$ cat config.mk
export PLATFORM = sky130hd
export DESIGN_NAME = uart_tx_rx_break_infrared
export DESIGN_NICKNAME = d
export VERILOG_FILES = /design/src/uart_pkg.sv /design/src/uart_baud.sv /design/src/uart_rx.sv /design/src/uart_tx_rx_break_infrared.sv
export SDC_FILE = /design/constraint.sdc
export NUM_CORES = 1
export LEC_CHECK = 0
export ABC_AREA = 1
export BUFFER_PORTS_ARGS = -buffer_cell sky130_fd_sc_hd__buf_2
export CORE_MARGIN = 5
export CORE_UTILIZATION = 43
export CTS_CLUSTER_SIZE = 20
export DETAILED_ROUTE_END_ITERATION = 16
export HOLD_SLACK_MARGIN = 0.15
export PLACE_DENSITY_LB_ADDON = 0.08
export SLEW_MARGIN = 20
export SYNTH_ARGS = -nofsm -noshare
export SYNTH_HDL_FRONTEND = slang
export SYNTH_SLANG_ARGS = --single-unit
$ cat constraint.sdc
create_clock -name mclk -period 2.75 [get_ports mclk]
set_input_delay 0.1375 -clock mclk [delete_from_list [all_inputs] [get_ports mclk]]
set_output_delay 0.1375 -clock mclk [all_outputs]
set_load 0.01 [all_outputs]
$ cat src/uart_pkg.sv
// Register map, field positions, resets and state codes of the serial transceiver.
// Assumes a 32-bit Avalon-MM slave with byte addresses; one register per word.
package uart_pkg;
  // ==========================================
  // Register byte offsets
  localparam logic [4:0] REG_MODE = 5'h00;
  localparam logic [4:0] REG_STA = 5'h04;
  localparam logic [4:0] REG_TXDATA = 5'h08;
  localparam logic [4:0] REG_RXDATA = 5'h0C;
  localparam logic [4:0] REG_BRG = 5'h10;
  localparam logic [4:0] REG_ISTS = 5'h14;
  localparam logic [4:0] REG_IMASK = 5'h18;
  // ==========================================
  // Mode register fields
  localparam int MODE_ON = 15;
  localparam int MODE_INFRARED_ENABLE_BIT = 12;
  localparam int MODE_PE_LO = 8;
  localparam int MODE_HIGH_SPEED_BAUD_SELECT = 3;
  localparam int MODE_PD_LO = 1;
  localparam int MODE_STSEL = 0;
  localparam logic [15:0] MODE_RST = 16'h0000;
  localparam logic [15:0] BRG_RST = 16'h0000;
  // ==========================================
  // Status register fields
  localparam int STA_TXISEL_LO = 14;
  localparam int STA_BRK = 11;
  localparam int STA_TXEN = 10;
  localparam int STA_TXFULL = 9;
  localparam int STA_TRMT = 8;
  localparam int STA_RXISEL_LO = 6;
  localparam int STA_PARITY_ERROR_FLAG = 3;
  localparam int STA_FRAMING_ERROR_FLAG = 2;
  localparam int STA_OVERRUN_FLAG = 1;
  localparam int STA_RXAV = 0;
  // ==========================================
  // Interrupt status bits
  localparam int IRQ_TX = 0;
  localparam int IRQ_RX = 1;
  localparam int IRQ_ERR = 2;
  // ==========================================
  // Pin enable codes, parity codes, counts
  localparam logic [1:0] PE_NONE = 2'h0;
  localparam logic [1:0] PE_CTS_RTS = 2'h2;
  localparam logic [1:0] PE_BCLK = 2'h3;
  localparam logic [1:0] PD_EVEN = 2'h1;
  localparam logic [1:0] PD_ODD = 2'h2;
  localparam logic [1:0] PD_NINE = 2'h3;
  localparam logic [3:0] OS_LAST_STD = 4'hF;
  localparam logic [3:0] OS_LAST_HS = 4'h3;
  localparam logic [3:0] BRK_BITS = 4'hD;
  localparam logic [3:0] IR_PULSE = 4'h3;
  localparam logic [2:0] FIFO_DEPTH = 3'h4;
  localparam logic [2:0] RX_WM_34 = 3'h3;
  // ==========================================
  // State codes
  typedef enum logic [2:0] {
    TX_IDLE = 3'b000, TX_BRK = 3'b001, TX_START = 3'b010,
    TX_DATA = 3'b011, TX_PAR = 3'b100, TX_STOP = 3'b101
  } tx_state_t;
  typedef enum logic [2:0] {
    RX_IDLE = 3'b000, RX_START = 3'b001, RX_DATA = 3'b010,
    RX_PAR = 3'b011, RX_STOP = 3'b100
  } rx_state_t;
endpackage : uart_pkg

$ cat src/uart_baud.sv
// Baud generator: oversample tick, bit tick, bit phase and oversample clock (16x baud, 4x in high speed).
// Assumes brg holds divisor minus one in mclk periods per oversample tick.
`timescale 1ns/1ps
module uart_baud
  import uart_pkg::*;
(
  // Clock and reset
  input wire logic mclk,
  input wire logic rst,
  // Control
  input wire logic en,
  input wire logic clr,
  input wire logic [15:0] brg,
  input wire logic high_speed_baud_select,
  // Ticks
  output logic os_tick,
  output logic bit_tick,
  output logic [3:0] phase,
  output logic clk16
);
  logic [15:0] cnt_q, cnt_d;
  logic [3:0] ph_q, ph_d;
  logic clk_q, clk_d;
  logic [3:0] last;

  // ==========================================
  // Counters
  always_comb
  begin
    last = high_speed_baud_select ? OS_LAST_HS : OS_LAST_STD;
    os_tick = en && (cnt_q == brg);
    bit_tick = os_tick && (ph_q == last);
    cnt_d = os_tick ? 16'h0000 : cnt_q + 16'h0001;
    ph_d = bit_tick ? 4'h0 : (os_tick ? ph_q + 4'h1 : ph_q);
    clk_d = cnt_q <= (brg >> 1);
    // Restart from a cleared state so shifting begins on a whole bit
    if (!en || clr)
    begin
      cnt_d = 16'h0000;
      ph_d = 4'h0;
    end
  end

  always_ff @(posedge mclk)
  begin
    if (rst)
    begin
      cnt_q <= 16'h0000;
      ph_q <= 4'h0;
      clk_q <= 1'b0;
    end
    else
    begin
      cnt_q <= cnt_d;
      ph_q <= ph_d;
      clk_q <= clk_d;
    end
  end

  assign phase = ph_q;
  assign clk16 = clk_q;
endmodule : uart_baud

$ cat src/uart_rx.sv
// Character receiver: oversampled start detect, mid-bit sampling, checks.
// Assumes rxd is already decoded and synchronous to mclk; idle level is high.
`timescale 1ns/1ps
module uart_rx
  import uart_pkg::*;
(
  // Clock and reset
  input wire logic mclk,
  input wire logic rst,
  // Control
  input wire logic en,
  input wire logic os_tick,
  input wire logic high_speed_baud_select,
  input wire logic [1:0] pd,
  input wire logic rxd,
  // Character out
  output logic valid,
  output logic [8:0] data,
  output logic parity_error_flag,
  output logic framing_error_flag
);
  rx_state_t st_q, st_d;
  logic [3:0] os_q, os_d;
  logic [3:0] n_q, n_d;
  logic [8:0] sh_q, sh_d;
  logic pe_q, pe_d;
  logic [3:0] last;
  logic [3:0] nlast;
  logic samp;
  logic rxd_q;

  // ==========================================
  // Receive sequencer
  always_comb
  begin
    last = high_speed_baud_select ? OS_LAST_HS : OS_LAST_STD;
    nlast = (pd == PD_NINE) ? 4'h8 : 4'h7;
    st_d = st_q;
    os_d = os_tick ? os_q + 4'h1 : os_q;
    n_d = n_q;
    sh_d = sh_q;
    pe_d = pe_q;
    valid = 1'b0;
    // Start bit is checked at mid-bit, later bits a full bit apart
    samp = os_tick && (os_q == ((st_q == RX_START) ? (last >> 1) : last));
    case (st_q)
      RX_IDLE:
      begin
        os_d = 4'h0;
        // Falling edge only, so a low stop bit cannot restart a frame
        if (rxd_q && !rxd)
          st_d = RX_START;
      end
      RX_START:
        if (samp)
        begin
          st_d = rxd ? RX_IDLE : RX_DATA;
          os_d = 4'h0;
          n_d = 4'h0;
          sh_d = 9'h000;
        end
      RX_DATA:
        if (samp)
        begin
          os_d = 4'h0;
          sh_d = {rxd, sh_q[8:1]};
          n_d = n_q + 4'h1;
          if (n_q == nlast)
          begin
            if (pd == PD_NINE)
              st_d = RX_STOP;
            else
            begin
              sh_d = {1'b0, rxd, sh_q[8:2]};
              st_d = (pd == PD_EVEN || pd == PD_ODD) ? RX_PAR : RX_STOP;
            end
          end
        end
      RX_PAR:
        if (samp)
        begin
          os_d = 4'h0;
          pe_d = (^sh_q[7:0]) ^ rxd ^ (pd == PD_ODD);
          st_d = RX_STOP;
        end
      RX_STOP:
        if (samp)
        begin
          valid = 1'b1;
          st_d = RX_IDLE;
        end
      default:
        st_d = RX_IDLE;
    endcase
    if (st_q == RX_START && !samp)
      pe_d = 1'b0;
    if (!en)
      st_d = RX_IDLE;
  end

  always_ff @(posedge mclk)
  begin
    if (rst)
    begin
      st_q <= RX_IDLE;
      os_q <= 4'h0;
      n_q <= 4'h0;
      sh_q <= 9'h000;
      pe_q <= 1'b0;
      rxd_q <= 1'b1;
    end
    else
    begin
      st_q <= st_d;
      os_q <= os_d;
      n_q <= n_d;
      sh_q <= sh_d;
      pe_q <= pe_d;
      rxd_q <= rxd;
    end
  end

  assign data = sh_q;
  assign parity_error_flag = pe_q;
  assign framing_error_flag = !rxd;
endmodule : uart_rx

$ cat src/uart_tx_rx_break_infrared.sv
// Serial transceiver with break/sync, flow-control pins and infrared coding.
// Assumes an Avalon-MM master on mclk; line pins synchronous to mclk.
//
// Notes on behaviour
// - Setting transmit enable raises the transmit interrupt two cycles later.
// - 8-bit writes enter the transmit FIFO; output starts next baud edge.
// - Enabling after a load starts shifting at once, baud clock restarted.
// - Transmit interrupt condition follows the transmit interrupt select field.
// - 9-bit mode accepts only full 16-bit writes of transmit data.
// - With break requested, the next written character only triggers a break.
// - After a finished break hardware clears break request, then sends sync.
// - Receive interrupt follows the receive interrupt select field.
// - Overrun flag stays set until software clears it.
// - Reading receive data pops the FIFO; error flags follow the new head.
// - Pin enable field selects use of clear-to-send and request-to-send.
// - Infrared modes work only with high-speed baud select cleared.
// - Pin enable 11 with module on drives the oversample clock out: 16x baud, 4x with high-speed baud select.
// - Infrared enable selects the built-in encoder and decoder on the pins.
//
// The register addresses and the Avalon-MM slave port were decided locally.
`timescale 1ns/1ps
module uart_tx_rx_break_infrared
  import uart_pkg::*;
(
  // Clock and reset
  input wire logic mclk,
  input wire logic rst,
  // Avalon-MM slave
  input wire logic [4:0] address,
  input wire logic read,
  input wire logic write,
  input wire logic [31:0] writedata,
  input wire logic [3:0] byteenable,
  output logic [31:0] readdata,
  output logic waitrequest,
  // Interrupt
  output logic irq,
  // Line pins
  input wire logic serial_receive_pin,
  output logic serial_transmit_pin,
  input wire logic clear_to_send_pin_n,
  output logic request_to_send_pin_n
);
  import uart_pkg::*;

  // ==========================================
  // State
  logic [15:0] mode_q, mode_d, brg_q, brg_d;
  logic txen_q, txen_d, brk_q, brk_d, brk_tag_q, brk_tag_d, overrun_flag_q, overrun_flag_d;
  logic [1:0] txis_q, txis_d, rxis_q, rxis_d;
  logic [2:0] ists_q, ists_d, imask_q, imask_d;
  logic wait_q, wait_d, irq_q, irq_d, txd_q, txd_d, rts_q, rts_d;
  logic [31:0] rdata_q, rdata_d;
  logic txen_p_q, ev1_q, ev1_d, txc_q, txc_d, rxc_q, rxc_d;
  logic [9:0] txf_q [FIFO_DEPTH];
  logic [9:0] txf_d [FIFO_DEPTH];
  logic [10:0] rxf_q [FIFO_DEPTH];
  logic [10:0] rxf_d [FIFO_DEPTH];
  logic [2:0] tw_q, tw_d, tr_q, tr_d, rw_q, rw_d, rr_q, rr_d;
  tx_state_t ts_q, ts_d;
  logic [8:0] sh_q, sh_d;
  logic [3:0] bc_q, bc_d, irc_q, irc_d;
  logic par_q, par_d;

  // ==========================================
  // Combinational helpers
  logic on, nine, ir_act, acc, wr, rd, txen_rise, tx_empty, tx_full, rx_full;
  logic [2:0] rx_cnt, tx_cnt;
  logic [15:0] wm, sta;
  logic os_tick, bit_tick, clk16, line, cts_ok, rx_line, txc, rxc;
  logic [3:0] phase;
  logic [8:0] rx_data;
  logic rx_valid, rx_parity_error_flag, rx_framing_error_flag;
  logic [1:0] pd;

  assign on = mode_q[MODE_ON];
  assign pd = mode_q[MODE_PD_LO +: 2];
  assign nine = pd == PD_NINE;
  assign ir_act = on && mode_q[MODE_INFRARED_ENABLE_BIT] && !mode_q[MODE_HIGH_SPEED_BAUD_SELECT];
  assign acc = (read || write) && !wait_q;
  assign wr = acc && write;
  assign rd = acc && read;
  assign txen_rise = txen_q && !txen_p_q;
  assign tx_cnt = tw_q - tr_q;
  assign rx_cnt = rw_q - rr_q;
  assign tx_empty = tx_cnt == 3'h0;
  assign tx_full = tx_cnt == FIFO_DEPTH;
  assign rx_full = rx_cnt == FIFO_DEPTH;
  assign wm = {{8{byteenable[1]}}, {8{byteenable[0]}}};
  assign cts_ok = (mode_q[MODE_PE_LO +: 2] != PE_CTS_RTS) || !clear_to_send_pin_n;
  assign rx_line = ir_act ? (irc_q == 4'h0) : serial_receive_pin;

  uart_baud u_baud (
    .mclk(mclk), .rst(rst), .en(on), .clr(txen_rise),
    .brg(brg_q), .high_speed_baud_select(mode_q[MODE_HIGH_SPEED_BAUD_SELECT]),
    .os_tick(os_tick), .bit_tick(bit_tick), .phase(phase), .clk16(clk16)
  );

  uart_rx u_rx (
    .mclk(mclk), .rst(rst), .en(on), .os_tick(os_tick),
    .high_speed_baud_select(mode_q[MODE_HIGH_SPEED_BAUD_SELECT]), .pd(pd), .rxd(rx_line),
    .valid(rx_valid), .data(rx_data), .parity_error_flag(rx_parity_error_flag), .framing_error_flag(rx_framing_error_flag)
  );

  // ==========================================
  // Registers, FIFOs and interrupts
  always_comb
  begin
    mode_d = mode_q;
    brg_d = brg_q;
    txen_d = txen_q;
    brk_d = brk_q;
    brk_tag_d = brk_tag_q && brk_q;
    txis_d = txis_q;
    rxis_d = rxis_q;
    overrun_flag_d = overrun_flag_q;
    ists_d = ists_q;
    imask_d = imask_q;
    txf_d = txf_q;
    rxf_d = rxf_q;
    tw_d = tw_q;
    rw_d = rw_q;
    rr_d = rr_q;
    wait_d = !((read || write) && wait_q);
    sta = 16'h0000;
    sta[STA_TXISEL_LO +: 2] = txis_q;
    sta[STA_BRK] = brk_q;
    sta[STA_TXEN] = txen_q;
    sta[STA_TXFULL] = tx_full;
    sta[STA_TRMT] = tx_empty && ts_q == TX_IDLE;
    sta[STA_RXISEL_LO +: 2] = rxis_q;
    sta[STA_PARITY_ERROR_FLAG] = rxf_q[rr_q[1:0]][10];
    sta[STA_FRAMING_ERROR_FLAG] = rxf_q[rr_q[1:0]][9];
    sta[STA_OVERRUN_FLAG] = overrun_flag_q;
    sta[STA_RXAV] = rx_cnt != 3'h0;
    rdata_d = rdata_q;
    // Writes leave read data alone; it stands until the next read
    if (read && wait_q)
    begin
      case (address)
        REG_MODE: rdata_d = {16'h0000, mode_q};
        REG_STA: rdata_d = {16'h0000, sta};
        REG_RXDATA: rdata_d = {23'h000000, rxf_q[rr_q[1:0]][8:0]};
        REG_BRG: rdata_d = {16'h0000, brg_q};
        REG_ISTS: rdata_d = {29'h00000000, ists_q};
        REG_IMASK: rdata_d = {29'h00000000, imask_q};
        default: rdata_d = 32'h00000000;
      endcase
    end
    if (wr)
    begin
      case (address)
        REG_MODE: mode_d = (writedata[15:0] & wm) | (mode_q & ~wm);
        REG_BRG: brg_d = (writedata[15:0] & wm) | (brg_q & ~wm);
        REG_IMASK: if (byteenable[0]) imask_d = writedata[2:0];
        REG_ISTS: if (byteenable[0]) ists_d = ists_q & ~writedata[2:0];
        REG_STA:
        begin
          if (byteenable[1])
          begin
            txis_d = writedata[STA_TXISEL_LO +: 2];
            brk_d = writedata[STA_BRK];
            txen_d = writedata[STA_TXEN];
          end
          if (byteenable[0])
          begin
            rxis_d = writedata[STA_RXISEL_LO +: 2];
            overrun_flag_d = overrun_flag_q && writedata[STA_OVERRUN_FLAG];
          end
        end
        REG_TXDATA:
          // Bytes alone are dropped in 9-bit mode; a split load would corrupt bit 8
          if ((nine ? byteenable[1:0] == 2'b11 : byteenable[0]) && !tx_full)
          begin
            txf_d[tw_q[1:0]] = {brk_q && !brk_tag_q, nine ? writedata[8] : 1'b0,
              writedata[7:0]};
            brk_tag_d = brk_q;
            tw_d = tw_q + 3'h1;
          end
        default: ;
      endcase
    end
    if (rd && address == REG_RXDATA && rx_cnt != 3'h0)
      rr_d = rr_q + 3'h1;
    if (rx_valid)
    begin
      if (rx_full)
        overrun_flag_d = 1'b1;
      else
      begin
        rxf_d[rw_q[1:0]] = {rx_parity_error_flag, rx_framing_error_flag, rx_data};
        rw_d = rw_q + 3'h1;
      end
    end
    if (ts_q == TX_BRK && bit_tick && bc_q == BRK_BITS)
      brk_d = 1'b0;
    case (txis_q)
      2'h1: txc = tx_empty && ts_q == TX_IDLE;
      2'h2: txc = tx_empty;
      default: txc = !tx_full;
    endcase
    case (rxis_q)
      2'h2: rxc = rx_cnt >= RX_WM_34;
      2'h3: rxc = rx_full;
      default: rxc = rx_cnt != 3'h0;
    endcase
    txc_d = txc && txen_q;
    rxc_d = rxc;
    ev1_d = txen_rise;
    // Set wins over a same-cycle write-one clear
    if (ev1_q || (txc_d && !txc_q))
      ists_d[IRQ_TX] = 1'b1;
    if (rxc && !rxc_q)
      ists_d[IRQ_RX] = 1'b1;
    if (rx_valid && (rx_full || rx_parity_error_flag || rx_framing_error_flag))
      ists_d[IRQ_ERR] = 1'b1;
    irq_d = |(ists_q & imask_q);
    if (ts_q == TX_IDLE && ts_d != TX_IDLE)
      tr_d = tr_q + 3'h1;
    else
      tr_d = tr_q;
  end

  // ==========================================
  // Transmitter
  always_comb
  begin
    ts_d = ts_q;
    sh_d = sh_q;
    bc_d = bc_q;
    par_d = par_q;
    line = 1'b1;
    case (ts_q)
      TX_IDLE:
        // Enable edge starts at once since the baud clock was just cleared
        if (on && txen_q && !tx_empty && cts_ok && (bit_tick || txen_rise))
        begin
          bc_d = 4'h0;
          sh_d = txf_q[tr_q[1:0]][8:0];
          par_d = (^txf_q[tr_q[1:0]][7:0]) ^ (pd == PD_ODD);
          ts_d = txf_q[tr_q[1:0]][9] ? TX_BRK : TX_START;
        end
      TX_BRK:
      begin
        line = bc_q == BRK_BITS;
        if (bit_tick)
        begin
          bc_d = bc_q + 4'h1;
          if (bc_q == BRK_BITS)
            ts_d = TX_IDLE;
        end
      end
      TX_START:
      begin
        line = 1'b0;
        if (bit_tick)
          ts_d = TX_DATA;
      end
      TX_DATA:
      begin
        line = sh_q[0];
        if (bit_tick)
        begin
          sh_d = {1'b0, sh_q[8:1]};
          bc_d = bc_q + 4'h1;
          if (bc_q == (nine ? 4'h8 : 4'h7))
          begin
            bc_d = 4'h0;
            ts_d = (pd == PD_EVEN || pd == PD_ODD) ? TX_PAR : TX_STOP;
          end
        end
      end
      TX_PAR:
      begin
        line = par_q;
        if (bit_tick)
          ts_d = TX_STOP;
      end
      TX_STOP:
        if (bit_tick)
        begin
          bc_d = bc_q + 4'h1;
          if (bc_q == {3'h0, mode_q[MODE_STSEL]})
            ts_d = TX_IDLE;
        end
      default:
        ts_d = TX_IDLE;
    endcase
    if (!on)
      ts_d = TX_IDLE;
    // Encoder sends a short high pulse for each space bit
    txd_d = ir_act ? (!line && phase < IR_PULSE) : line;
    irc_d = serial_receive_pin ? OS_LAST_STD : ((os_tick && irc_q != 4'h0) ? irc_q - 4'h1 : irc_q);
    case (mode_q[MODE_PE_LO +: 2])
      PE_NONE: rts_d = 1'b1;
      PE_BCLK: rts_d = on ? clk16 : 1'b1;
      default: rts_d = rx_full;
    endcase
  end

  always_ff @(posedge mclk)
  begin
    if (rst)
    begin
      mode_q <= MODE_RST;
      brg_q <= BRG_RST;
      {txen_q, brk_q, brk_tag_q, overrun_flag_q, txen_p_q, ev1_q, txc_q, rxc_q} <= 8'h00;
      {txis_q, rxis_q} <= 4'h0;
      {ists_q, imask_q} <= 6'h00;
      {wait_q, irq_q, txd_q, rts_q} <= 4'hB;
      rdata_q <= 32'h00000000;
      {tw_q, tr_q, rw_q, rr_q} <= 12'h000;
      ts_q <= TX_IDLE;
      sh_q <= 9'h000;
      {bc_q, irc_q} <= 8'h00;
      par_q <= 1'b0;
      for (int i = 0; i < FIFO_DEPTH; i++)
      begin
        txf_q[i] <= 10'h000;
        rxf_q[i] <= 11'h000;
      end
    end
    else
    begin
      mode_q <= mode_d;
      brg_q <= brg_d;
      {txen_q, brk_q, brk_tag_q, overrun_flag_q} <= {txen_d, brk_d, brk_tag_d, overrun_flag_d};
      {txen_p_q, ev1_q, txc_q, rxc_q} <= {txen_q, ev1_d, txc_d, rxc_d};
      {txis_q, rxis_q} <= {txis_d, rxis_d};
      {ists_q, imask_q} <= {ists_d, imask_d};
      {wait_q, irq_q, txd_q, rts_q} <= {wait_d, irq_d, txd_d, rts_d};
      rdata_q <= rdata_d;
      {tw_q, tr_q, rw_q, rr_q} <= {tw_d, tr_d, rw_d, rr_d};
      ts_q <= ts_d;
      sh_q <= sh_d;
      {bc_q, irc_q} <= {bc_d, irc_d};
      par_q <= par_d;
      txf_q <= txf_d;
      rxf_q <= rxf_d;
    end
  end

  assign readdata = rdata_q;
  assign waitrequest = wait_q;
  assign irq = irq_q;
  assign serial_transmit_pin = txd_q;
  assign request_to_send_pin_n = rts_q;
endmodule : uart_tx_rx_break_infrared

## After elaboration in Yosys (flattened, before gate mapping)

Cells that the tools add are included.

- Flip-flop bits (word level): 246
- Input port bits: 47
- Logic and storage cells: 319

- Add/sub/neg operators: 12
- Order comparisons: 9
- Equality and inequality tests: 43
- Mux-type cells: 85
- Bitwise logic cells: 18
- Reductions and logical operators: 105

Operator list:

| cell | count |
|---|---|
| $pmux W16 S6 | 1 |
| $mux W3 | 21 |
| $mux W9 | 6 |
| $mux W4 | 13 |
| $and A16 B16 Y16 | 3 |
| $bwmux W44 | 1 |
| $bwmux W40 | 1 |
| $pmux W9 S2 | 2 |
| $logic_and A1 B1 Y1 | 35 |
| $mux W11 | 3 |
| $or A16 B16 Y16 | 2 |
| $mux W10 | 3 |
| $reduce_and A3 Y1 | 9 |
| $reduce_bool A2 Y1 | 12 |
| $bmux W11 S2 | 1 |
| $demux W11 S2 | 1 |
| $bmux W10 S2 | 1 |
| $demux W10 S2 | 1 |
| $mux W1 | 19 |
| $pmux W3 S6 | 1 |
| $add A16 B1 Y16 const B | 1 |
| $add A4 B1 Y4 const B | 4 |
| $eq A16 B16 Y1 | 1 |
| $eq A4 B4 Y1 | 4 |
| 46 further kinds | 126 |

## Logic depth before layout (Yosys ltp)

- Depth after elaboration: 11
- Mapped depth: 16

## Modules after synthesis

A second synthesis with hierarchy kept.

- Cells, all modules: 1699
- Area total of the unflattened synthesis: 11995.3 um^2

By module, submodules not included:

| module | instances | cells an instance | area an instance (um^2) | sequential area each (um^2) |
|---|---|---|---|---|
| uart_tx_rx_break_infrared | 1 | 1211 | 8811.0 | 3743.6 |
| uart_baud | 1 | 301 | 1845.5 | 420.4 |
| uart_rx | 1 | 187 | 1338.8 | 440.4 |

## Least setup slack after synthesis

OpenSTA, ideal clock, no wires.

- Path kind: reg2reg
- Start point: reg rr_q[1]
- End point: reg rxf_q[10] (netlist bit)
- Library setup time: 0.132 ns
- Arrival time: 2.431 ns
- Path slack: 0.187 ns
- Stages on the path, launching flop included: 13
- Period minus slack after synthesis: 2.563 ns
- Path through: dfxtp_1 -> clkinv_1 -> clkbuf_1 -> fa_1 -> xor2_1 -> xor2_1 -> nand2_1 -> inv_1 -> nor3_4 -> nand2_2 -> buf_2 -> nand2_1 -> a21oi_1

- Longest elaborated chain between the ends: 4

RTL lines:

| what | line | text |
|---|---|---|
| start: declaration | uart_tx_rx_break_infrared.sv:59 | `logic [2:0] tw_q, tw_d, tr_q, tr_d, rw_q, rw_d, rr_q, rr_d;` |
| start signal: assignment | uart_tx_rx_break_infrared.sv:333 | `{tw_q, tr_q, rw_q, rr_q} <= {tw_d, tr_d, rw_d, rr_d};` |
| $sub A3 B3 Y3 | uart_tx_rx_break_infrared.sv:85 | `assign rx_cnt = rw_q - rr_q;` |
| $eq A3 B3 Y1 | uart_tx_rx_break_infrared.sv:88 | `assign rx_full = rx_cnt == FIFO_DEPTH;` |
| $not A1 Y1 (no source line) | -- |  |
| $reduce_and A2 Y1 (no source line) | -- |  |
| end signal: assignment | uart_tx_rx_break_infrared.sv:339 | `rxf_q <= rxf_d;` |
| end: declaration | uart_tx_rx_break_infrared.sv:57 | `logic [10:0] rxf_q [FIFO_DEPTH];` |

No other way between the ends.
A chain may end at the register's enable or synchronous reset.

## Worst setup path in the final report

- Start point: reg rw_q[0]
- End point: reg rxf_q[27] (netlist bit)

- Longest elaborated chain between the ends: 6

RTL lines:

| what | line | text |
|---|---|---|
| start: declaration | uart_tx_rx_break_infrared.sv:59 |  |
| start signal: assignment | uart_tx_rx_break_infrared.sv:333 |  |
| $not A2 Y3 (implied by the code) | uart_tx_rx_break_infrared.sv:191 | `rxf_d[rw_q[1:0]] = {rx_parity_error_flag, rx_framing_error_flag, rx_data};` |
| $ge A3 B3 Y1 (implied by the code) or $lt A3 B1 Y1 (tied branches) | uart_tx_rx_break_infrared.sv:191 |  |
| $logic_and A1 B1 Y1 (implied by the code) | uart_tx_rx_break_infrared.sv:191 |  |
| $mux W11 (implied by the code) | uart_tx_rx_break_infrared.sv:191 |  |
| $demux W11 S2 | uart_tx_rx_break_infrared.sv:191 |  |
| $bwmux W44 | uart_tx_rx_break_infrared.sv:191 |  |

Parallel ways exist; a longest one is shown, timed or not.

==> impl_metrics.toml <==
[yosys]
syn_inst = 1655
synth_ff_type = "dfxtp_1"
ys_async_sr_fraction_pct = 0
netlist.area_leader.share_pct = 39.42
ys_ff_latch = 230
synth_top_area_cell = "dfxtp_1"
synth_area_sq_mm = 0.01168
ys_top_cells_by_area = "dfxtp_1 39%, nand2_1 11%, a21oi_1 7.8%"
synth.distinct_cells = 51
syn_avg_cell_area_sq_um = 7.057
synth-edff-count = 0
ys_seq_area_share_pct = 39.42
yosysWarnings = 0

[route]
vias = 10670
ant_nets = 0
drt-vias-per-instance = 5.141
firstDrtPassIters = 5
drc = 0
drt_iter0_drc = 698
routed_wl_um = 33580
wl_per_cell_um = 16.19

[critical_path]
crit_path_cell_trace = "inv_1 -> ha_1 -> inv_1 -> fa_1 -> xor2_1 -> xor2_1 -> nand2_1 -> inv_1 -> nor3_4 -> nand2_2 -> nand2_1 -> a21oi_1"
start_kind = "flip-flop"
cp_slowest_cell = "nor3_4"
cp_common_cell = "inv_1"
cp.arrival_ns = 2.93
r2r_cells = 12
r2r_slack_ns = 0.21
critPathKind = "flip-flop to flip-flop"
critical_path.max_fanout = 11
r2r-start = "rw_q[0]"
max_stage_delay_ns = 0.38
cp-end-kind = "flip-flop"
r2r-end = "rxf_q[27]"
required_ns = 3.15

[sta]
finalSetupTns_ns = 0
worst_pin_slew_ns = 1.009
finalSetupViolCount = 0
finalHoldViolCount = 0
maxSlewHeadroom_pct = 32.20
maxSlewViolCount = 0
rsz0062_at_grt = "false"
finalCritPeriodShare_pct = 92.21
fmaxAchievable_mhz = 394.4
period_needed_ns = 2.536
skew_ns = 0.01163

[run_status]
status = "finished, final reports clean"

[placed_design]
hpwlAfterDp_um = 23640
dpl-instance-area_sq_mm = 0.01226
portBuffers = 48
gp_congestion = 0.8765

[power_and_ir_drop]
pwr-share-clk_pct = 48.2
p_sw_share_pct = 22.94
power_mw = 7.011
ir_drop_mv = 0.4684
seq_power_share_pct = 48.0
power_frac_comb_pct = 3.8
powerDensity_mw_per_mm2 = 526.9
p_sw_mw = 1.608
leakage_nw = 5.309
intPower_mw = 5.403

[cts]
cts_tree = "done"
clock-sinks = 230
clockBufferDepth = 3
clk_pin_slew_worst_paths_ns = 0.06
cts_made_buffers = 27
clkLatencyLatePin_ns = 0.54
ctsHtreeMaxLevel = 1
ctsRootBufferMaster = "clkbuf_16"

[finish]
nets = 1809
layout_commonest_cell = "nand2_1"
final_area_sq_mm = 0.01331
antennaDiodeCount = 0
syn_to_final_growth_pct = 13.93
layout-drive-gt1-share_pct = 9.689
final_cell_mix = "357 x nand2_1, 230 x dfxtp_1, 181 x a21oi_1"
utilization_pct = 49.51

[floorplan]
die_area_sq_mm = 0.03056
initial_core_util_pct = 43.46
die_y_um = 174.8
pin_count = 83
core-area_sq_mm = 0.02688
rows = 60
die_w_um = 174.8

[job]
max-cap-violations = 0

[worst_hold_path]
hold-path-cell-count = 5
holdPathEnd = "rxis_q[1]"
worstHoldPathType = "primary input to flip-flop"
holdCritStartpoint = "byteenable[0]"

[grt]
grt_max_degree = 84
grt_pass1_wl_um = 52940
antenna_found_initial = 0
grt_pass1_vias = 9614
gr-total-overflow = 0
track_usage_pct = 21.20
[how the worst max path moves through the flow]
stage | end | from
3_5_place_dp | rxf_q[36] | rw_q[0]
5_1_grt | rxf_q[16] | rw_q[0]
3_3_place_gp | rxf_q[7] | rw_q[0]
2_1_floorplan | rxf_q[10] | rr_q[1]
4_1_cts | rxf_q[43] | rw_q[0]
6_report | rxf_q[27] | rw_q[0]
[repair_timing]
action,in CTS,in global routing
endpoints found under the hold margin,124,0
resized for setup,0,0
setup buffers,0,0
hold buffers,23,0
[routing by layer]
layer | vias up | global-route usage, % | wire [um]
li1 | 5530 | - | -
met2 | 196 | 33.50 | 14760
met1 | 4890 | 31.08 | 16690
met5 | - | 0 | 0
met4 | 0 | 4.910 | 822
met3 | 52 | 2.531 | 1317
[power by group through the flow]
stage	sequential [mW]	clock [mW]	combinational, mW
floorplan	3.44	0	0.146
global placement	3.44	0	0.240
detailed placement	3.44	0	0.240
CTS	3.36	3.45	0.266
global route	3.36	3.58	0.293
finish	3.36	3.38	0.268
[cell type report]
type / count / area, sq um
Sequential cell: 230 / 4604
Fill cell: 2753 / 13570
Inverter: 193 / 724.4
Timing Repair Buffer: 106 / 760.7
Multi-Input combinational cell: 1161 / 5973
Tap cell: 341 / 426.7
Clock buffer: 40 / 794.5
Clock inverter: 4 / 22.52
[cell families (layout without fill, tap and decap cells)]
family	count (synthesis)	count (layout)	synth area share, %
other	1	16	0.03211
adders and majority gates	43	43	4.671
AOI/OAI and AO/OA	409	409	19.21
xor gates and xnor gates	35	35	2.624
DFF	230	230	39.42
buffers and inverters	279	343	9.920
and+or+nand+nor	658	658	24.12
[synth_stat cells (all sizes together) (2+ instances only)]
cell and n:
a211oi 31, a21oi 181, a221oi 3, a31oi 7, a41oi 2, buf 35, clkbuf 51, clkinv 5
dfxtp 230, ha 42, inv 188, nand2 370, nand3 70, nand4 13, nor2 170, nor3 22
nor3b 5, nor4 3, o2111ai 2, o211ai 6, o21a 4, o21ai 150, o221ai 6, o22ai 11
or2 4, xnor2 17, xor2 18
[worst max-delay path, delay by kind of cell (launching register included)]
family          cells  cell delay, ns
xor+xnor            2            0.33
flops               1            0.34
simple gates        4            0.90
compound gates      1            0.06
buf+inv             3            0.24
fa+ha+maj           2            0.52
[metrics by stage]
step	setup slack (ns)	std cells	hold WS, ns
6_report	0.2143	2075	0.2081
2_1_floorplan	0.1870	1670	0.2534
3_3_place_gp	0.2310	2008	0.3839
3_5_place_dp	0.2129	2008	0.4023
4_1_cts	0.1984	2075	0.1710
5_1_grt	0.04026	2075	0.2365
No activity file was read; power rests on OpenSTA's default activity.
